<file path="src/epd_pkg.sv">
package epd_pkg;
    localparam logic [7:0] CMD_STATUS_WRITE = 8'h01;
    localparam logic [7:0] CMD_LATCH_ARM = 8'h06;
    localparam logic [7:0] CMD_LATCH_CLEAR = 8'h04;
    localparam logic [7:0] CMD_STATUS_READ = 8'h05;
    localparam logic [7:0] CMD_PAGE_ERASE = 8'h42;
    localparam logic [7:0] CMD_SECTOR_WIPE = 8'hd8;
    localparam logic [7:0] CMD_CHIP_ERASE = 8'hc7;
    localparam logic [7:0] CMD_DEEP_SLEEP = 8'hb9;
    localparam logic [7:0] CMD_WAKE_SIGNATURE = 8'hab;
    localparam int SR_BUSY_POS = 0;
    localparam int SR_WEL_POS = 1;
    localparam int SR_BP_LO_POS = 2;
    localparam int SR_BP_HI_POS = 3;
    localparam int SR_PPE_POS = 7;
    localparam logic [2:0] NV_RESET = 3'h0;
    localparam int ADDR_BITS = 17;
    localparam logic [16:0] QUARTER_BASE = 17'h18000;
    localparam logic [16:0] HALF_BASE = 17'h10000;
    localparam int CMD_BITS = 8;
    localparam int ADDR_END_BITS = 32;
    localparam int STATUS_END_BITS = 16;
    localparam int CLK_MHZ = 40;
    localparam int PAGE_ERASE_US = 6000;
    localparam int CHIP_ERASE_US = 10000;
    localparam int SLEEP_SETTLE_US = 10;
    localparam int WAKE_RELEASE_US = 10;
    localparam int PAGE_ERASE_CYC = PAGE_ERASE_US * CLK_MHZ;
    localparam int CHIP_ERASE_CYC = CHIP_ERASE_US * CLK_MHZ;
    localparam int SLEEP_SETTLE_CYC = SLEEP_SETTLE_US * CLK_MHZ;
    localparam int WAKE_RELEASE_CYC = WAKE_RELEASE_US * CLK_MHZ;
    localparam logic [7:0] SIGNATURE_DEFAULT = 8'h5a;

    function automatic logic addr_locked(input logic [1:0] bp, input logic [16:0] a);
        unique case (bp)
            2'b00: addr_locked = 1'b0;
            2'b01: addr_locked = (a >= QUARTER_BASE);
            2'b10: addr_locked = (a >= HALF_BASE);
            default: addr_locked = 1'b1;
        endcase
    endfunction : addr_locked
endpackage : epd_pkg

</file>
<file path="src/epd_timer.sv">
`timescale 1ns/1ps
module epd_timer #(
    parameter int WIDTH = 20
) (
    input wire logic i_ref_clk,
    input wire logic i_nrst,
    input wire logic i_start,
    input wire logic [WIDTH-1:0] i_count,
    output logic o_busy,
    output logic o_done
);
    logic [WIDTH-1:0] cnt_reg;
    initial begin
        if (WIDTH < 2) $error("epd_timer WIDTH too small");
    end
    always_ff @(posedge i_ref_clk or negedge i_nrst) begin
        if (!i_nrst) begin
            cnt_reg <= '0;
        end else if (i_start) begin
            cnt_reg <= i_count;
        end else if (cnt_reg != '0) begin
            cnt_reg <= cnt_reg - 1'b1;
        end
    end
    assign o_busy = (cnt_reg != '0);
    assign o_done = (cnt_reg == {{(WIDTH-1){1'b0}}, 1'b1});
endmodule : epd_timer

</file>
<file path="src/epd_frame.sv">
`timescale 1ns/1ps
module epd_frame (
    input wire logic i_ref_clk,
    input wire logic i_nrst,
    input wire logic i_cs_n,
    input wire logic i_sck,
    input wire logic i_si,
    output logic o_rise,
    output logic o_fall,
    output logic o_sel_start,
    output logic o_desel,
    output logic [31:0] o_shift,
    output logic [5:0] o_count
);
    logic sck_d_reg;
    logic cs_d_reg;
    always_ff @(posedge i_ref_clk or negedge i_nrst) begin
        if (!i_nrst) begin
            sck_d_reg <= 1'b0;
            cs_d_reg <= 1'b1;
        end else begin
            sck_d_reg <= i_sck;
            cs_d_reg <= i_cs_n;
        end
    end
    assign o_rise = i_sck && !sck_d_reg && !i_cs_n;
    assign o_fall = !i_sck && sck_d_reg && !i_cs_n;
    assign o_sel_start = cs_d_reg && !i_cs_n;
    assign o_desel = !cs_d_reg && i_cs_n;
    // Counter saturates so overlong frames never alias to a valid length
    always_ff @(posedge i_ref_clk or negedge i_nrst) begin
        if (!i_nrst) begin
            o_shift <= '0;
            o_count <= '0;
        end else if (o_sel_start) begin
            o_shift <= '0;
            o_count <= '0;
        end else if (o_rise) begin
            o_shift <= {o_shift[30:0], i_si};
            if (o_count != 6'h3f) begin
                o_count <= o_count + 6'h01;
            end
        end
    end
endmodule : epd_frame

</file>
<file path="src/epd_core.sv">
`timescale 1ns/1ps
module epd_core
    import epd_pkg::*;
#(
    parameter int PAGE_ERASE_CYCLES = epd_pkg::PAGE_ERASE_CYC,
    parameter int SECTOR_ERASE_CYCLES = epd_pkg::CHIP_ERASE_CYC,
    parameter int CHIP_ERASE_CYCLES = epd_pkg::CHIP_ERASE_CYC,
    parameter int SLEEP_SETTLE_CYCLES = epd_pkg::SLEEP_SETTLE_CYC,
    parameter int WAKE_RELEASE_CYCLES = epd_pkg::WAKE_RELEASE_CYC,
    parameter logic [7:0] SIGNATURE = epd_pkg::SIGNATURE_DEFAULT
) (
    input wire logic i_ref_clk,
    input wire logic i_nrst,
    input wire logic i_cs_n,
    input wire logic i_sck,
    input wire logic i_si,
    input wire logic i_wp_n,
    output logic o_so,
    output logic o_so_oe,
    output logic [7:0] o_status,
    output logic o_sleeping,
    output logic o_erase_pulse,
    output logic [1:0] o_erase_kind,
    output logic [16:0] o_erase_addr
);
    import epd_pkg::*;

    localparam int TW = 20;

    typedef enum logic [4:0] {
        ST_IDLE = 5'b00001,
        ST_BUSY = 5'b00010,
        ST_SETTLE = 5'b00100,
        ST_SLEEP = 5'b01000,
        ST_WAKE = 5'b10000
    } epd_state_e;

    initial begin
        if (PAGE_ERASE_CYCLES < 1 || PAGE_ERASE_CYCLES >= (1 << TW)) $error("bad page time");
        if (SECTOR_ERASE_CYCLES < 1 || SECTOR_ERASE_CYCLES >= (1 << TW)) $error("bad sector time");
        if (CHIP_ERASE_CYCLES < 1 || CHIP_ERASE_CYCLES >= (1 << TW)) $error("bad chip time");
        if (SLEEP_SETTLE_CYCLES < 1 || WAKE_RELEASE_CYCLES < 1) $error("bad delay");
    end

    epd_state_e state_reg;
    logic [2:0] nv_reg;
    logic wel_reg;
    logic [7:0] out_sh_reg;
    logic out_en_reg;
    logic wake_pending_reg;
    logic [7:0] cmd_reg;
    logic [2:0] bit_ph_reg;

    logic rise;
    logic fall;
    logic sel_start;
    logic desel;
    logic [31:0] shift;
    logic [5:0] count;
    logic t_start;
    logic [TW-1:0] t_count;
    logic t_busy;
    logic t_done;

    epd_frame u_frame (
        .i_ref_clk(i_ref_clk),
        .i_nrst(i_nrst),
        .i_cs_n(i_cs_n),
        .i_sck(i_sck),
        .i_si(i_si),
        .o_rise(rise),
        .o_fall(fall),
        .o_sel_start(sel_start),
        .o_desel(desel),
        .o_shift(shift),
        .o_count(count)
    );

    epd_timer #(.WIDTH(TW)) u_timer (
        .i_ref_clk(i_ref_clk),
        .i_nrst(i_nrst),
        .i_start(t_start),
        .i_count(t_count),
        .o_busy(t_busy),
        .o_done(t_done)
    );

    logic [1:0] bp;
    logic pin_protect;
    logic [16:0] frame_addr;
    logic busy;
    logic at_cmd;
    logic at_addr;
    logic at_status;
    logic [7:0] frame_cmd;
    logic do_status_write;
    logic do_page;
    logic do_sector;
    logic do_chip;
    logic do_sleep;
    logic do_latch_arm;
    logic do_latch_clear;
    logic sig_start;

    assign bp = nv_reg[1:0];
    assign busy = (state_reg == ST_BUSY);
    assign pin_protect = !i_wp_n && nv_reg[2];
    assign frame_addr = shift[ADDR_BITS-1:0];
    assign frame_cmd = (count == 6'(CMD_BITS)) ? shift[7:0] : cmd_reg;
    assign at_cmd = desel && (count == 6'(CMD_BITS));
    assign at_addr = desel && (count == 6'(ADDR_END_BITS));
    assign at_status = desel && (count == 6'(STATUS_END_BITS));

    // Commands other than the wake signature and status read decode only at deselect with an exact bit count
    assign do_latch_arm = at_cmd && cmd_reg == CMD_LATCH_ARM && state_reg == ST_IDLE;
    assign do_latch_clear = at_cmd && cmd_reg == CMD_LATCH_CLEAR && state_reg == ST_IDLE;
    assign do_status_write = at_status && cmd_reg == CMD_STATUS_WRITE && state_reg == ST_IDLE
        && wel_reg && !pin_protect;
    assign do_page = at_addr && cmd_reg == CMD_PAGE_ERASE && state_reg == ST_IDLE && wel_reg
        && !addr_locked(bp, frame_addr);
    assign do_sector = at_addr && cmd_reg == CMD_SECTOR_WIPE && state_reg == ST_IDLE && wel_reg
        && !addr_locked(bp, frame_addr);
    assign do_chip = at_cmd && cmd_reg == CMD_CHIP_ERASE && state_reg == ST_IDLE && wel_reg
        && bp == 2'b00;
    assign do_sleep = at_cmd && cmd_reg == CMD_DEEP_SLEEP && state_reg == ST_IDLE;
    assign sig_start = rise && count == 6'(ADDR_END_BITS - 1) && cmd_reg == CMD_WAKE_SIGNATURE
        && (state_reg == ST_SLEEP || state_reg == ST_IDLE);

    always_comb begin
        t_start = 1'b0;
        t_count = '0;
        if (do_page) begin
            t_start = 1'b1;
            t_count = TW'(PAGE_ERASE_CYCLES);
        end else if (do_sector) begin
            t_start = 1'b1;
            t_count = TW'(SECTOR_ERASE_CYCLES);
        end else if (do_chip) begin
            t_start = 1'b1;
            t_count = TW'(CHIP_ERASE_CYCLES);
        end else if (do_status_write) begin
            t_start = 1'b1;
            t_count = TW'(PAGE_ERASE_CYCLES);
        end else if (do_sleep) begin
            t_start = 1'b1;
            t_count = TW'(SLEEP_SETTLE_CYCLES);
        end else if (state_reg == ST_SLEEP && desel && wake_pending_reg) begin
            t_start = 1'b1;
            t_count = TW'(WAKE_RELEASE_CYCLES);
        end
    end

    // Opcode held after the eighth bit
    always_ff @(posedge i_ref_clk or negedge i_nrst) begin
        if (!i_nrst) begin
            cmd_reg <= 8'h00;
        end else if (sel_start) begin
            cmd_reg <= 8'h00;
        end else if (rise && count == 6'(CMD_BITS - 1)) begin
            cmd_reg <= {shift[6:0], i_si};
        end
    end

    // Bit position in the byte; wraps every eight bits and keeps counting after the frame counter saturates
    always_ff @(posedge i_ref_clk or negedge i_nrst) begin
        if (!i_nrst) begin
            bit_ph_reg <= 3'h0;
        end else if (sel_start) begin
            bit_ph_reg <= 3'h0;
        end else if (rise) begin
            bit_ph_reg <= bit_ph_reg + 3'h1;
        end
    end

    // Wake seen in sleep; release happens at deselect
    always_ff @(posedge i_ref_clk or negedge i_nrst) begin
        if (!i_nrst) begin
            wake_pending_reg <= 1'b0;
        end else if (state_reg != ST_SLEEP || sel_start) begin
            wake_pending_reg <= 1'b0;
        end else if (rise && count == 6'(CMD_BITS - 1) && {shift[6:0], i_si} == CMD_WAKE_SIGNATURE) begin
            wake_pending_reg <= 1'b1;
        end
    end

    always_ff @(posedge i_ref_clk or negedge i_nrst) begin
        if (!i_nrst) begin
            state_reg <= ST_IDLE;
        end else begin
            unique case (state_reg)
                ST_IDLE: begin
                    if (do_page || do_sector || do_chip || do_status_write) begin
                        state_reg <= ST_BUSY;
                    end else if (do_sleep) begin
                        state_reg <= ST_SETTLE;
                    end
                end
                ST_BUSY: begin
                    if (t_done) state_reg <= ST_IDLE;
                end
                ST_SETTLE: begin
                    if (t_done) state_reg <= ST_SLEEP;
                end
                ST_SLEEP: begin
                    // Standby only after the release delay; commands wait it out
                    if (desel && wake_pending_reg) state_reg <= ST_WAKE;
                end
                ST_WAKE: begin
                    if (t_done) state_reg <= ST_IDLE;
                end
            endcase
        end
    end

    // Nonvolatile bits modelled as reset-to-default flops
    always_ff @(posedge i_ref_clk or negedge i_nrst) begin
        if (!i_nrst) begin
            nv_reg <= NV_RESET;
        end else if (do_status_write) begin
            nv_reg <= {shift[SR_PPE_POS], shift[SR_BP_HI_POS], shift[SR_BP_LO_POS]};
        end
    end

    always_ff @(posedge i_ref_clk or negedge i_nrst) begin
        if (!i_nrst) begin
            wel_reg <= 1'b0;
        end else if (busy && t_done) begin
            wel_reg <= 1'b0;
        end else if (do_latch_arm) begin
            wel_reg <= 1'b1;
        end else if (do_latch_clear) begin
            wel_reg <= 1'b0;
        end
    end

    // Output: status read or signature; released while deselected, settling into sleep or waking; a signature read drives it during sleep
    always_ff @(posedge i_ref_clk or negedge i_nrst) begin
        if (!i_nrst) begin
            out_sh_reg <= 8'h00;
            out_en_reg <= 1'b0;
        end else if (i_cs_n || state_reg == ST_SETTLE || state_reg == ST_WAKE) begin
            out_en_reg <= 1'b0;
        end else if (sig_start) begin
            out_sh_reg <= SIGNATURE;
            out_en_reg <= 1'b1;
        end else if (rise && count == 6'(CMD_BITS - 1) && {shift[6:0], i_si} == CMD_STATUS_READ
            && state_reg != ST_SLEEP) begin
            out_sh_reg <= o_status;
            out_en_reg <= 1'b1;
        end else if (fall && out_en_reg && count > 6'(CMD_BITS) && bit_ph_reg == 3'h0) begin
            if (frame_cmd == CMD_WAKE_SIGNATURE) begin
                out_sh_reg <= SIGNATURE;
            end else begin
                out_sh_reg <= o_status;
            end
        end else if (fall && out_en_reg && bit_ph_reg != 3'h0) begin
            out_sh_reg <= {out_sh_reg[6:0], 1'b0};
        end
    end

    assign o_so = out_sh_reg[7];
    assign o_so_oe = out_en_reg;
    assign o_status = {nv_reg[2], 3'h0, nv_reg[1:0], wel_reg, busy};
    // A recognised wake command clears the sleep flag at once; the release starts at deselect
    assign o_sleeping = (state_reg == ST_SLEEP) && !wake_pending_reg;

    always_ff @(posedge i_ref_clk or negedge i_nrst) begin
        if (!i_nrst) begin
            o_erase_pulse <= 1'b0;
            o_erase_kind <= 2'h0;
            o_erase_addr <= '0;
        end else begin
            o_erase_pulse <= do_page || do_sector || do_chip;
            if (do_page || do_sector || do_chip) begin
                o_erase_kind <= do_page ? 2'h1 : (do_sector ? 2'h2 : 2'h3);
                o_erase_addr <= frame_addr;
            end
        end
    end
endmodule : epd_core

</file>
<file path="config.mk">
export PLATFORM = sky130hd
export DESIGN_NAME = epd_core
export DESIGN_NICKNAME = d
export VERILOG_FILES = /design/src/epd_pkg.sv /design/src/epd_timer.sv /design/src/epd_frame.sv /design/src/epd_core.sv
export SDC_FILE = /design/constraint.sdc
export NUM_CORES = 1
export LEC_CHECK = 0
export BUFFER_PORTS_ARGS = -buffer_cell sky130_fd_sc_hd__buf_2
export CORE_UTILIZATION = 60
export CTS_BUF_LIST = sky130_fd_sc_hd__clkbuf_8
export DETAILED_ROUTE_END_ITERATION = 7
export GPL_ROUTABILITY_DRIVEN = 0
export PLACE_DENSITY = 0.8
export REMOVE_ABC_BUFFERS = 1
export SETUP_SLACK_MARGIN = 0.5
export SLEW_MARGIN = 20
export SYNTH_ARGS = -nofsm -noshare
export SYNTH_HDL_FRONTEND = slang
export SYNTH_SLANG_ARGS = --single-unit
</file>
<file path="constraint.sdc">
create_clock -name i_ref_clk -period 2.9 [get_ports i_ref_clk]
set_clock_uncertainty 0.1 [all_clocks]
set_input_delay 0.29 -clock i_ref_clk [delete_from_list [all_inputs] [get_ports i_ref_clk]]
set_output_delay 0.29 -clock i_ref_clk [all_outputs]
set_load 0.005 [all_outputs]
</file>
### Yosys cells after proc, flatten, opt, wreduce, memory -nomap -nowiden

Cells that the tools add are included.
W data, S select, Z words.

| word-level totals | value |
|---|---|
| flip-flop bits (word level) | 95 |
| input port bits | 6 |
| output and inout bits | 31 |

| cells by class | value |
|---|---|
| add/subtract/negate cells | 3 |
| $lt $le $gt $ge | 3 |
| equality and inequality tests | 30 |
| muxes and demuxes | 46 |
| bitwise gates (word level) | 1 |
| reduce and logical (&&, ||, !) cells | 79 |

Operators with widths:

| kind | number |
|---|---|
| $mux W8 | 8 |
| $mux W19 | 3 |
| $eq A8 B8 Y1 const B | 6 |
| $logic_and A1 B1 Y1 | 48 |
| $mux W20 | 2 |
| $ge A17 B17 Y1 const B | 2 |
| $mux W17 | 2 |
| $mux W5 | 5 |
| $eq A8 B3 Y1 const B | 3 |
| $eq A20 B1 Y1 const B | 1 |
| $pmux W5 S4 | 1 |
| $reduce_bool A20 Y1 | 1 |
| $sub A20 B1 Y20 const B | 1 |
| $mux W18 | 1 |
| $mux W6 | 3 |
| $mux W9 | 2 |
| $mux W1 | 15 |
| $eq A6 B5 Y1 const B | 2 |
| $reduce_bool A2 Y1 | 5 |
| $reduce_bool A3 Y1 | 3 |
| $eq A8 B1 Y1 const B | 1 |
| $eq A8 B7 Y1 const B | 1 |
| $logic_not A1 Y1 | 8 |
| $logic_or A1 B1 Y1 | 7 |
| 28 further kinds | 31 |

### Logic depth before layout (Yosys ltp)

Gate-level depths: netlist of run 1.

| depth | value |
|---|---|
| depth in word-level cells | 12 |
| depth in mapped cells | 10 |
| mapped depth without buffers | 8 |

### Modules after synthesis

From an unflattened synthesis of run 1, not the netlist that was laid out.

| second synthesis, totals | value |
|---|---|
| cells, all modules | 562 |
| area total of the unflattened synthesis | 5730.5 µm² |

Modules (own cells, without submodules):

| module | instances | cells each | area an instance (µm²) |
|---|---|---|---|
| epd_core | 1 | 234 | 2688.8 |
| epd_frame | 1 | 179 | 1720.4 |
| epd_timer | 1 | 149 | 1321.3 |

### Worst setup path after synthesis of run 1

Ideal clock, no wire load.

| timing path | value |
|---|---|
| kind | register -> register |
| start point | register cmd_reg[3] |
| end point | register u_timer.cnt_reg[16] |
| library setup time | 137 ps |
| arrival | 2218 ps |
| slack | 445 ps |
| cell stages (with the launch flop) | 9 |
| buffers on the path | 2 |
| period minus slack after synthesis | 2455 ps |
| cell sequence | dfrtp_1 > or3_1 > or3_4 > or4_4 > buf_6 > o211a_4 > buf_6 > a31oi_1 > nor2_1 |

| between the ends | value |
|---|---|
| cells in the longest elaborated chain, start to end | 10 |

RTL lines:

| item | RTL line | source |
|---|---|---|
| start, declared | epd_core.sv:51 | `logic [7:0] cmd_reg;` |
| start signal, assigned | epd_core.sv:160 | `cmd_reg <= {shift[6:0], i_si};` |
| $eq A8 B1 Y1 | epd_core.sv:117 | `assign do_status_write = at_status && cmd_reg == CMD_STATUS_WRITE && state_reg == ST_IDLE` |
| $logic_and A1 B1 Y1 (2 in series) | epd_core.sv:117 |  |
| $logic_and A1 B1 Y1 (2 in series) | epd_core.sv:118 | `&& wel_reg && !pin_protect;` |
| $mux W18 / $mux W1 (equally long branches) | epd_core.sv:141 | `end else if (do_status_write) begin` |
| $mux W19 / $mux W1 (equally long branches) | epd_core.sv:138 | `end else if (do_chip) begin` |
| $mux W19 / $mux W1 (equally long branches) | epd_core.sv:135 | `end else if (do_sector) begin` |
| $mux W19 / $mux W1 (equally long branches) | epd_core.sv:132 | `if (do_page) begin` |
| $mux W20 / $reduce_bool A2 Y1 (equally long branches) | -- |  |
| end signal, assigned | epd_timer.sv:20 | `cnt_reg <= i_count;` |
| end signal, assigned | epd_timer.sv:22 | `cnt_reg <= cnt_reg - 1'b1;` |
| end, declared | epd_timer.sv:12 | `logic [WIDTH-1:0] cnt_reg;` |

Parallel ways exist; a longest one is shown, timed or not.
A chain may end at the register's enable or synchronous reset.

### Worst setup path in the final report of run 1

Same ends and word-level chain as after synthesis.

==> flow_summary.ini, run 1 <==
[run_status]
status = complete, no violations

[clock_tree]
cts_buffers = 9
cts_htree_levels = 3
clk_path_buf_depth = 2
tritoncts = built
cts_sinks = 95
root_buffer = clkbuf_8
clk_latency_ns = 0.37
clk_pin_slew_ns = 0.10

[global_route]
antenna_found_initial = 0
grt-ovfl-total = 0
grt_pass1_wl_um = 17800
grt_pass1_vias = 3729
grt_usage_pct = 27.0
grt_max_degree = 52

[floorplan]
num_io_pins = 37
dieArea_mm2 = 0.00843
initial_utilization_pct = 62.3
die_x_um = 91.8
core.rowCount = 32
core_area_mm2 = 0.00777
die_h_um = 91.8

[synth]
synth-seq-cells = 95
synth_top_cell_area_share_pct = 48.1
yosysUniqueCellTypes = 60
netlist_area_mm2 = 0.00484
ys.flop_type = dfrtp_1
avgSynthCellArea_um2 = 9.39
seq_area_frac_synth_pct = 49.2
yosysTopAreaCell = dfrtp_1
yosys_warnings = 0
synth_edf_count = 0
synth_area_leaders = dfrtp_1, nand2_1, nor2_1
async_flop_share_pct = 100
syn_inst = 515

[drt]
dr.pass1.iters = 4
ant_nets = 0
drt_iter0_markers = 355
routed_wl_um = 10700
vias_per_cell = 5.83
drc = 0
wl_per_cell_um = 16.1
vias = 3886

[critical_path]
crit_fanout = 7
cp-end-kind = flop
worst-setup-path-type = flop to flop
timing.rr.start = cmd_reg[3]
cp-start-kind = flop
crit_start = cmd_reg[3]
worstPathRequired_ns = 3.06
worst-endpoint-arrival_ns = 2.58

[cells_and_area]
area_growth_pct = 15.3
final_area_mm2 = 0.00558
largest_reg_flops = 20
mostFrequentLayoutCell = nand2_1
insertedDiodeCount = 0
drive_above_1_share_pct = 22.0
layout_common_cells = nand2_1, dfrtp_1, nor2_1
utilization_pct = 71.8
nNetsFinal = 572

[sta]
fmax_ghz = 0.413
finalCriticalPeriod_ns = 2.42
worst_pin_slew_ns = 0.630
final.setup.tns_ns = 0
drv_slew = 0
setup_viol = 0
rsz0062_at_grt = true
slew_headroom_pct = 57.8
hold_viol = 0
fin_crit_sh_pct = 83.4

[power]
p_comb_share_pct = 6.0
ir_worst_vdd_uv = 355
pwr-share-seq_pct = 56.4
p_per_area_mw_per_mm2 = 433
total_leakage_power_nw = 2.56
p_int_mw = 1.81
switching_power_uw = 603
power_switching_share_pct = 25.0
clock_power_share_pct = 37.6

[hold_path]
hold_path.class = input port to flop
hold_path.startpoint = i_si

[placement]
post_dp_cell_area_mm2 = 0.00510
hpwl_um = 7200
portBuffers = 33

[job]
cap_viol_max_count = 0
cells in the mapped netlist (3+ instances only):
master,n
dfrtp_1,93
inv_1,14
nor4_1,9
nor3b_1,4
or4_1,4
nor4b_1,4
nor2b_1,3
nand4_1,7
o21ai_0,11
a31oi_1,7
nor3_1,12
clkbuf_1,15
or3b_1,3
xnor2_1,13
nand3_1,15
and4b_1,4
o21a_1,3
nand2_1,108
buf_4,6
mux2i_1,10
xor2_1,14
ha_1,7
a21oi_1,25
nand4b_1,3
o2bb2ai_1,4
nor2_1,49
mux2_2,9
buf_2,5
nand2b_1,5
nand3b_1,7
what timing repair did:
action | 4_1_cts | 5_1_grt
hold buffers | 3 | 0
gates cloned | 1 | 0
endpoints found under the setup margin | 44 | 48
pin swaps | 4 | 11
resized for setup | 10 | 25
endpoints found under the hold margin | 45 | 0
buffers inserted | 7 | 3
power by group through the flow:
stage | Clock [mW] | Sequential (mW) | Combinational, mW
floorplan | 0 | 1.38 | 0.0620
global placement | 0 | 1.39 | 0.114
detailed placement | 0 | 1.39 | 0.119
CTS | 0.921 | 1.36 | 0.122
global route | 0.974 | 1.37 | 0.166
finish | 0.907 | 1.36 | 0.145
per-stage QoR:
| step | total power [mW] | setup WS (ns) | hold WS (ns) | std cells |
|---|---|---|---|---|
| detailed placement | 1.51 | 0.240 | 0.231 | 636 |
| floorplan | 1.45 | -0.150 | -0.106 | 489 |
| global placement | 1.50 | 0.311 | 0.231 | 636 |
| CTS | 2.41 | 0.507 | 0.0911 | 663 |
| finish | 2.42 | 0.480 | 0.0898 | 666 |
| global route | 2.51 | 0.393 | 0.101 | 666 |
worst max-delay path, stage by stage (launching register included):
cell and delay, ns:
dfrtp_1 0.39, or3_1 0.40, or3_4 0.35, or4_4 0.57, o211a_4 0.21, a31oi_1 0.22, nor2_2 0.07
layout make-up:
type,count,area [µm²]
Inverter,14,52.6
Tap cell,102,128
Clock inverter,7,80.1
Sequential cell,95,2390
Multi-Input combinational cell,381,2420
Clock buffer,9,124
Fill cell,584,2190
Timing Repair Buffer,58,388
path summary, 6_finish.rpt:
check                                           end  slack (ns)  depth (start not counted)
worst max-delay path            u_timer.cnt_reg[16]        0.48                          6
worst min-delay path             u_frame.o_shift[0]        0.09                          3
worst max register to register  u_timer.cnt_reg[16]        0.48                          6
worst min register to register      o_erase_addr[6]        0.37                          2
max in group asynchronous              state_reg[0]        1.64                          3
min in group asynchronous             out_sh_reg[7]        0.36                          2
logic make-up (layout without fill, tap and decap cells):
| logic type | after synthesis | after routing | share of synthesized area (%) |
|---|---|---|---|
| simple gates | 254 | 254 | 26.2 |
| flops | 95 | 95 | 49.2 |
| compound gates | 70 | 71 | 9.52 |
| buf+inv | 42 | 88 | 4.16 |
| xor+xnor | 27 | 27 | 4.89 |
| mux | 19 | 19 | 4.16 |
| fa+ha+maj | 7 | 7 | 1.81 |
| other cells | 1 | 3 | 0.0775 |
layer usage:
metal	routed length [µm]	global-route usage, %
met3	369	4.15
met5	0	0
met4	200	12.6
met1	4810	37.1
met2	5320	42.4
(Power assumes the default switching activity.)
==> run 2: changes to the inputs <==
- clock period: 2.9 -> 2.3 ns (I/O delays scaled with it)
==> flow_summary.ini, run 2 (synthesized netlist as in run 1, its figures left out) <==
[cells_and_area]
largest_reg_flops = 20
drive_above_1_share_pct = 36.2
nNetsFinal = 649
fill_cells = 374
area_growth_pct = 36.6
insertedDiodeCount = 0
layout_common_cells = nand2_1, dfrtp_1, buf_4
mostFrequentLayoutCell = nand2_1
final_area_mm2 = 0.00661

[floorplan]
core_area_mm2 = 0.00777
die_x_um = 91.8
core.rowCount = 32
die_h_um = 91.8
dieArea_mm2 = 0.00843
num_io_pins = 37
initial_utilization_pct = 62.3

[drt]
wl_per_cell_um = 21.3
vias = 4738
vias_per_cell = 6.38
drc = 0
routed_wl_um = 15800
dr.pass1.iters = 5
ant_nets = 0
drt_iter0_markers = 375

[global_route]
grt_usage_pct = 33.8
grt_max_degree = 96
grt_pass1_vias = 4474
grt_pass1_wl_um = 22100
antenna_found_initial = 0
grt-ovfl-total = 0

[clock_tree]
clk_path_buf_depth = 2
cts_htree_levels = 3
cts_buffers = 9
cts_sinks = 95
tritoncts = built
clk_latency_ns = 0.38
root_buffer = clkbuf_8
clk_pin_slew_ns = 0.10

[critical_path]
timing.rr.start = u_frame.o_count[4]
r2r_end = u_timer.cnt_reg[16]
rrSetupSlack_ns = -0.19
worst-endpoint-arrival_ns = 2.63
crit_fanout = 6
worstPathRequired_ns = 2.44
cp-end-kind = flop
ff2ff_path_depth = 7
cp-start-kind = flop
worst-setup-path-type = flop to flop

[hold_path]
hold_path.class = input port to flop
hold_path.startpoint = i_si
whs_path_depth = 3
min_to = u_frame.o_shift[0]

[sta]
setup_viol = 51
drv_slew = 0
slew_headroom_pct = 63.5
fin_crit_sh_pct = 108
rsz0062_at_grt = true
finalCriticalPeriod_ns = 2.49
fmax_ghz = 0.401
holdWs_ns = 0.0193
setup_ws_ns = -0.192
hold_viol = 0
worst_pin_slew_ns = 0.540

[power]
p_per_area_mw_per_mm2 = 468
ir_worst_vdd_uv = 362
total_leakage_power_nw = 3.11

[run_status]
status = finished, violations left
violations = setup timing

[placement]
hpwl_um = 7810
post_dp_cell_area_mm2 = 0.00547
portBuffers = 33

[job]
cap_viol_max_count = 0
==> run 2: changes by cell type in the layout (fill, tap and decap cells not counted), sizes merged <==
cell / previous run / this run
buf: 55 / 133
bufinv: 1 / 0
clkbuf: 9 / 10
clkinv: 2 / 1
clkinvlp: 1 / 0
dlygate4sd3: 3 / 2
inv: 17 / 19
==> run 2: final cells by class <==
class | count | area (µm²) | area share [%]
multi-input cells | 381 | 2770 | 41.8
flip-flops and latches | 95 | 2380 | 36.0
clock buffers | 10 | 138 | 2.08
clock inverters | 6 | 56.3 | 0.852
well taps | 102 | 128 | 1.93
repair buffers | 135 | 1090 | 16.5
inverters | 14 | 52.6 | 0.795
==> run 2: worst max-delay path by stage <==
stage / depth (start not counted) / slack (ns) / to / from
floorplan: 6 / -0.75 / out_sh_reg[2] / u_frame.sck_d_reg
finish: 7 / -0.19 / u_timer.cnt_reg[16] / u_frame.o_count[4]
global placement: 6 / -0.12 / u_timer.cnt_reg[3] / nv_reg[0]
CTS: 7 / -0.04 / u_timer.cnt_reg[18] / cmd_reg[7]
detailed placement: 6 / -0.15 / u_timer.cnt_reg[0] / nv_reg[0]
global route: 11 / -0.23 / u_timer.cnt_reg[16] / u_frame.o_count[1]
==> run 2: critical path, stage by stage (launching register included) <==
cell and delay, ns:
dfrtp_1 0.41, buf_6 0.13, nor3b_1 0.43, nand4_1 0.20, or4_4 0.57, o211a_4 0.23
a31oi_4 0.21, nor2_1 0.07
==> run 2: through the flow <==
step	std cells	setup TNS [ns]	util (%)	setup slack (ns)	power [mW]
finish	743	-5.71	85.1	-0.192	3.09
global route	743	-7.28	85.1	-0.233	3.18
CTS	728	-0.554	79.8	-0.0403	3.03
detailed placement	682	-3.13	70.5	-0.149	1.92
global placement	682	-1.76	70.5	-0.117	1.92
floorplan	489	-10.88	-	-0.750	1.82
==> run 2: timing repair <==
| action | 4_1_cts | 5_1_grt |
|---|---|---|
| buffers inserted | 26 | 15 |
| hold buffers | 2 | 0 |
| endpoints found under the setup margin | 70 | 71 |
| pin swaps | 32 | 37 |
| gates resized for setup | 65 | 55 |
| endpoints found under the hold margin | 94 | 0 |
| gates cloned | 2 | 0 |
==> run 2: routing by layer <==
metal	part of all wire [%]	vias up	track usage [%]
met5	0	-	0
met4	5.6	0	17.3
met3	6.3	97	8.29
met2	51	286	57.6
met1	37	2339	39.9
li1	-	2016	-
==> run 2: report_power, final <==
part | internal, mW | switching (mW)
clock network | 0.452 | 0.665
registers | 1.69 | 0.0203
logic | 0.117 | 0.146
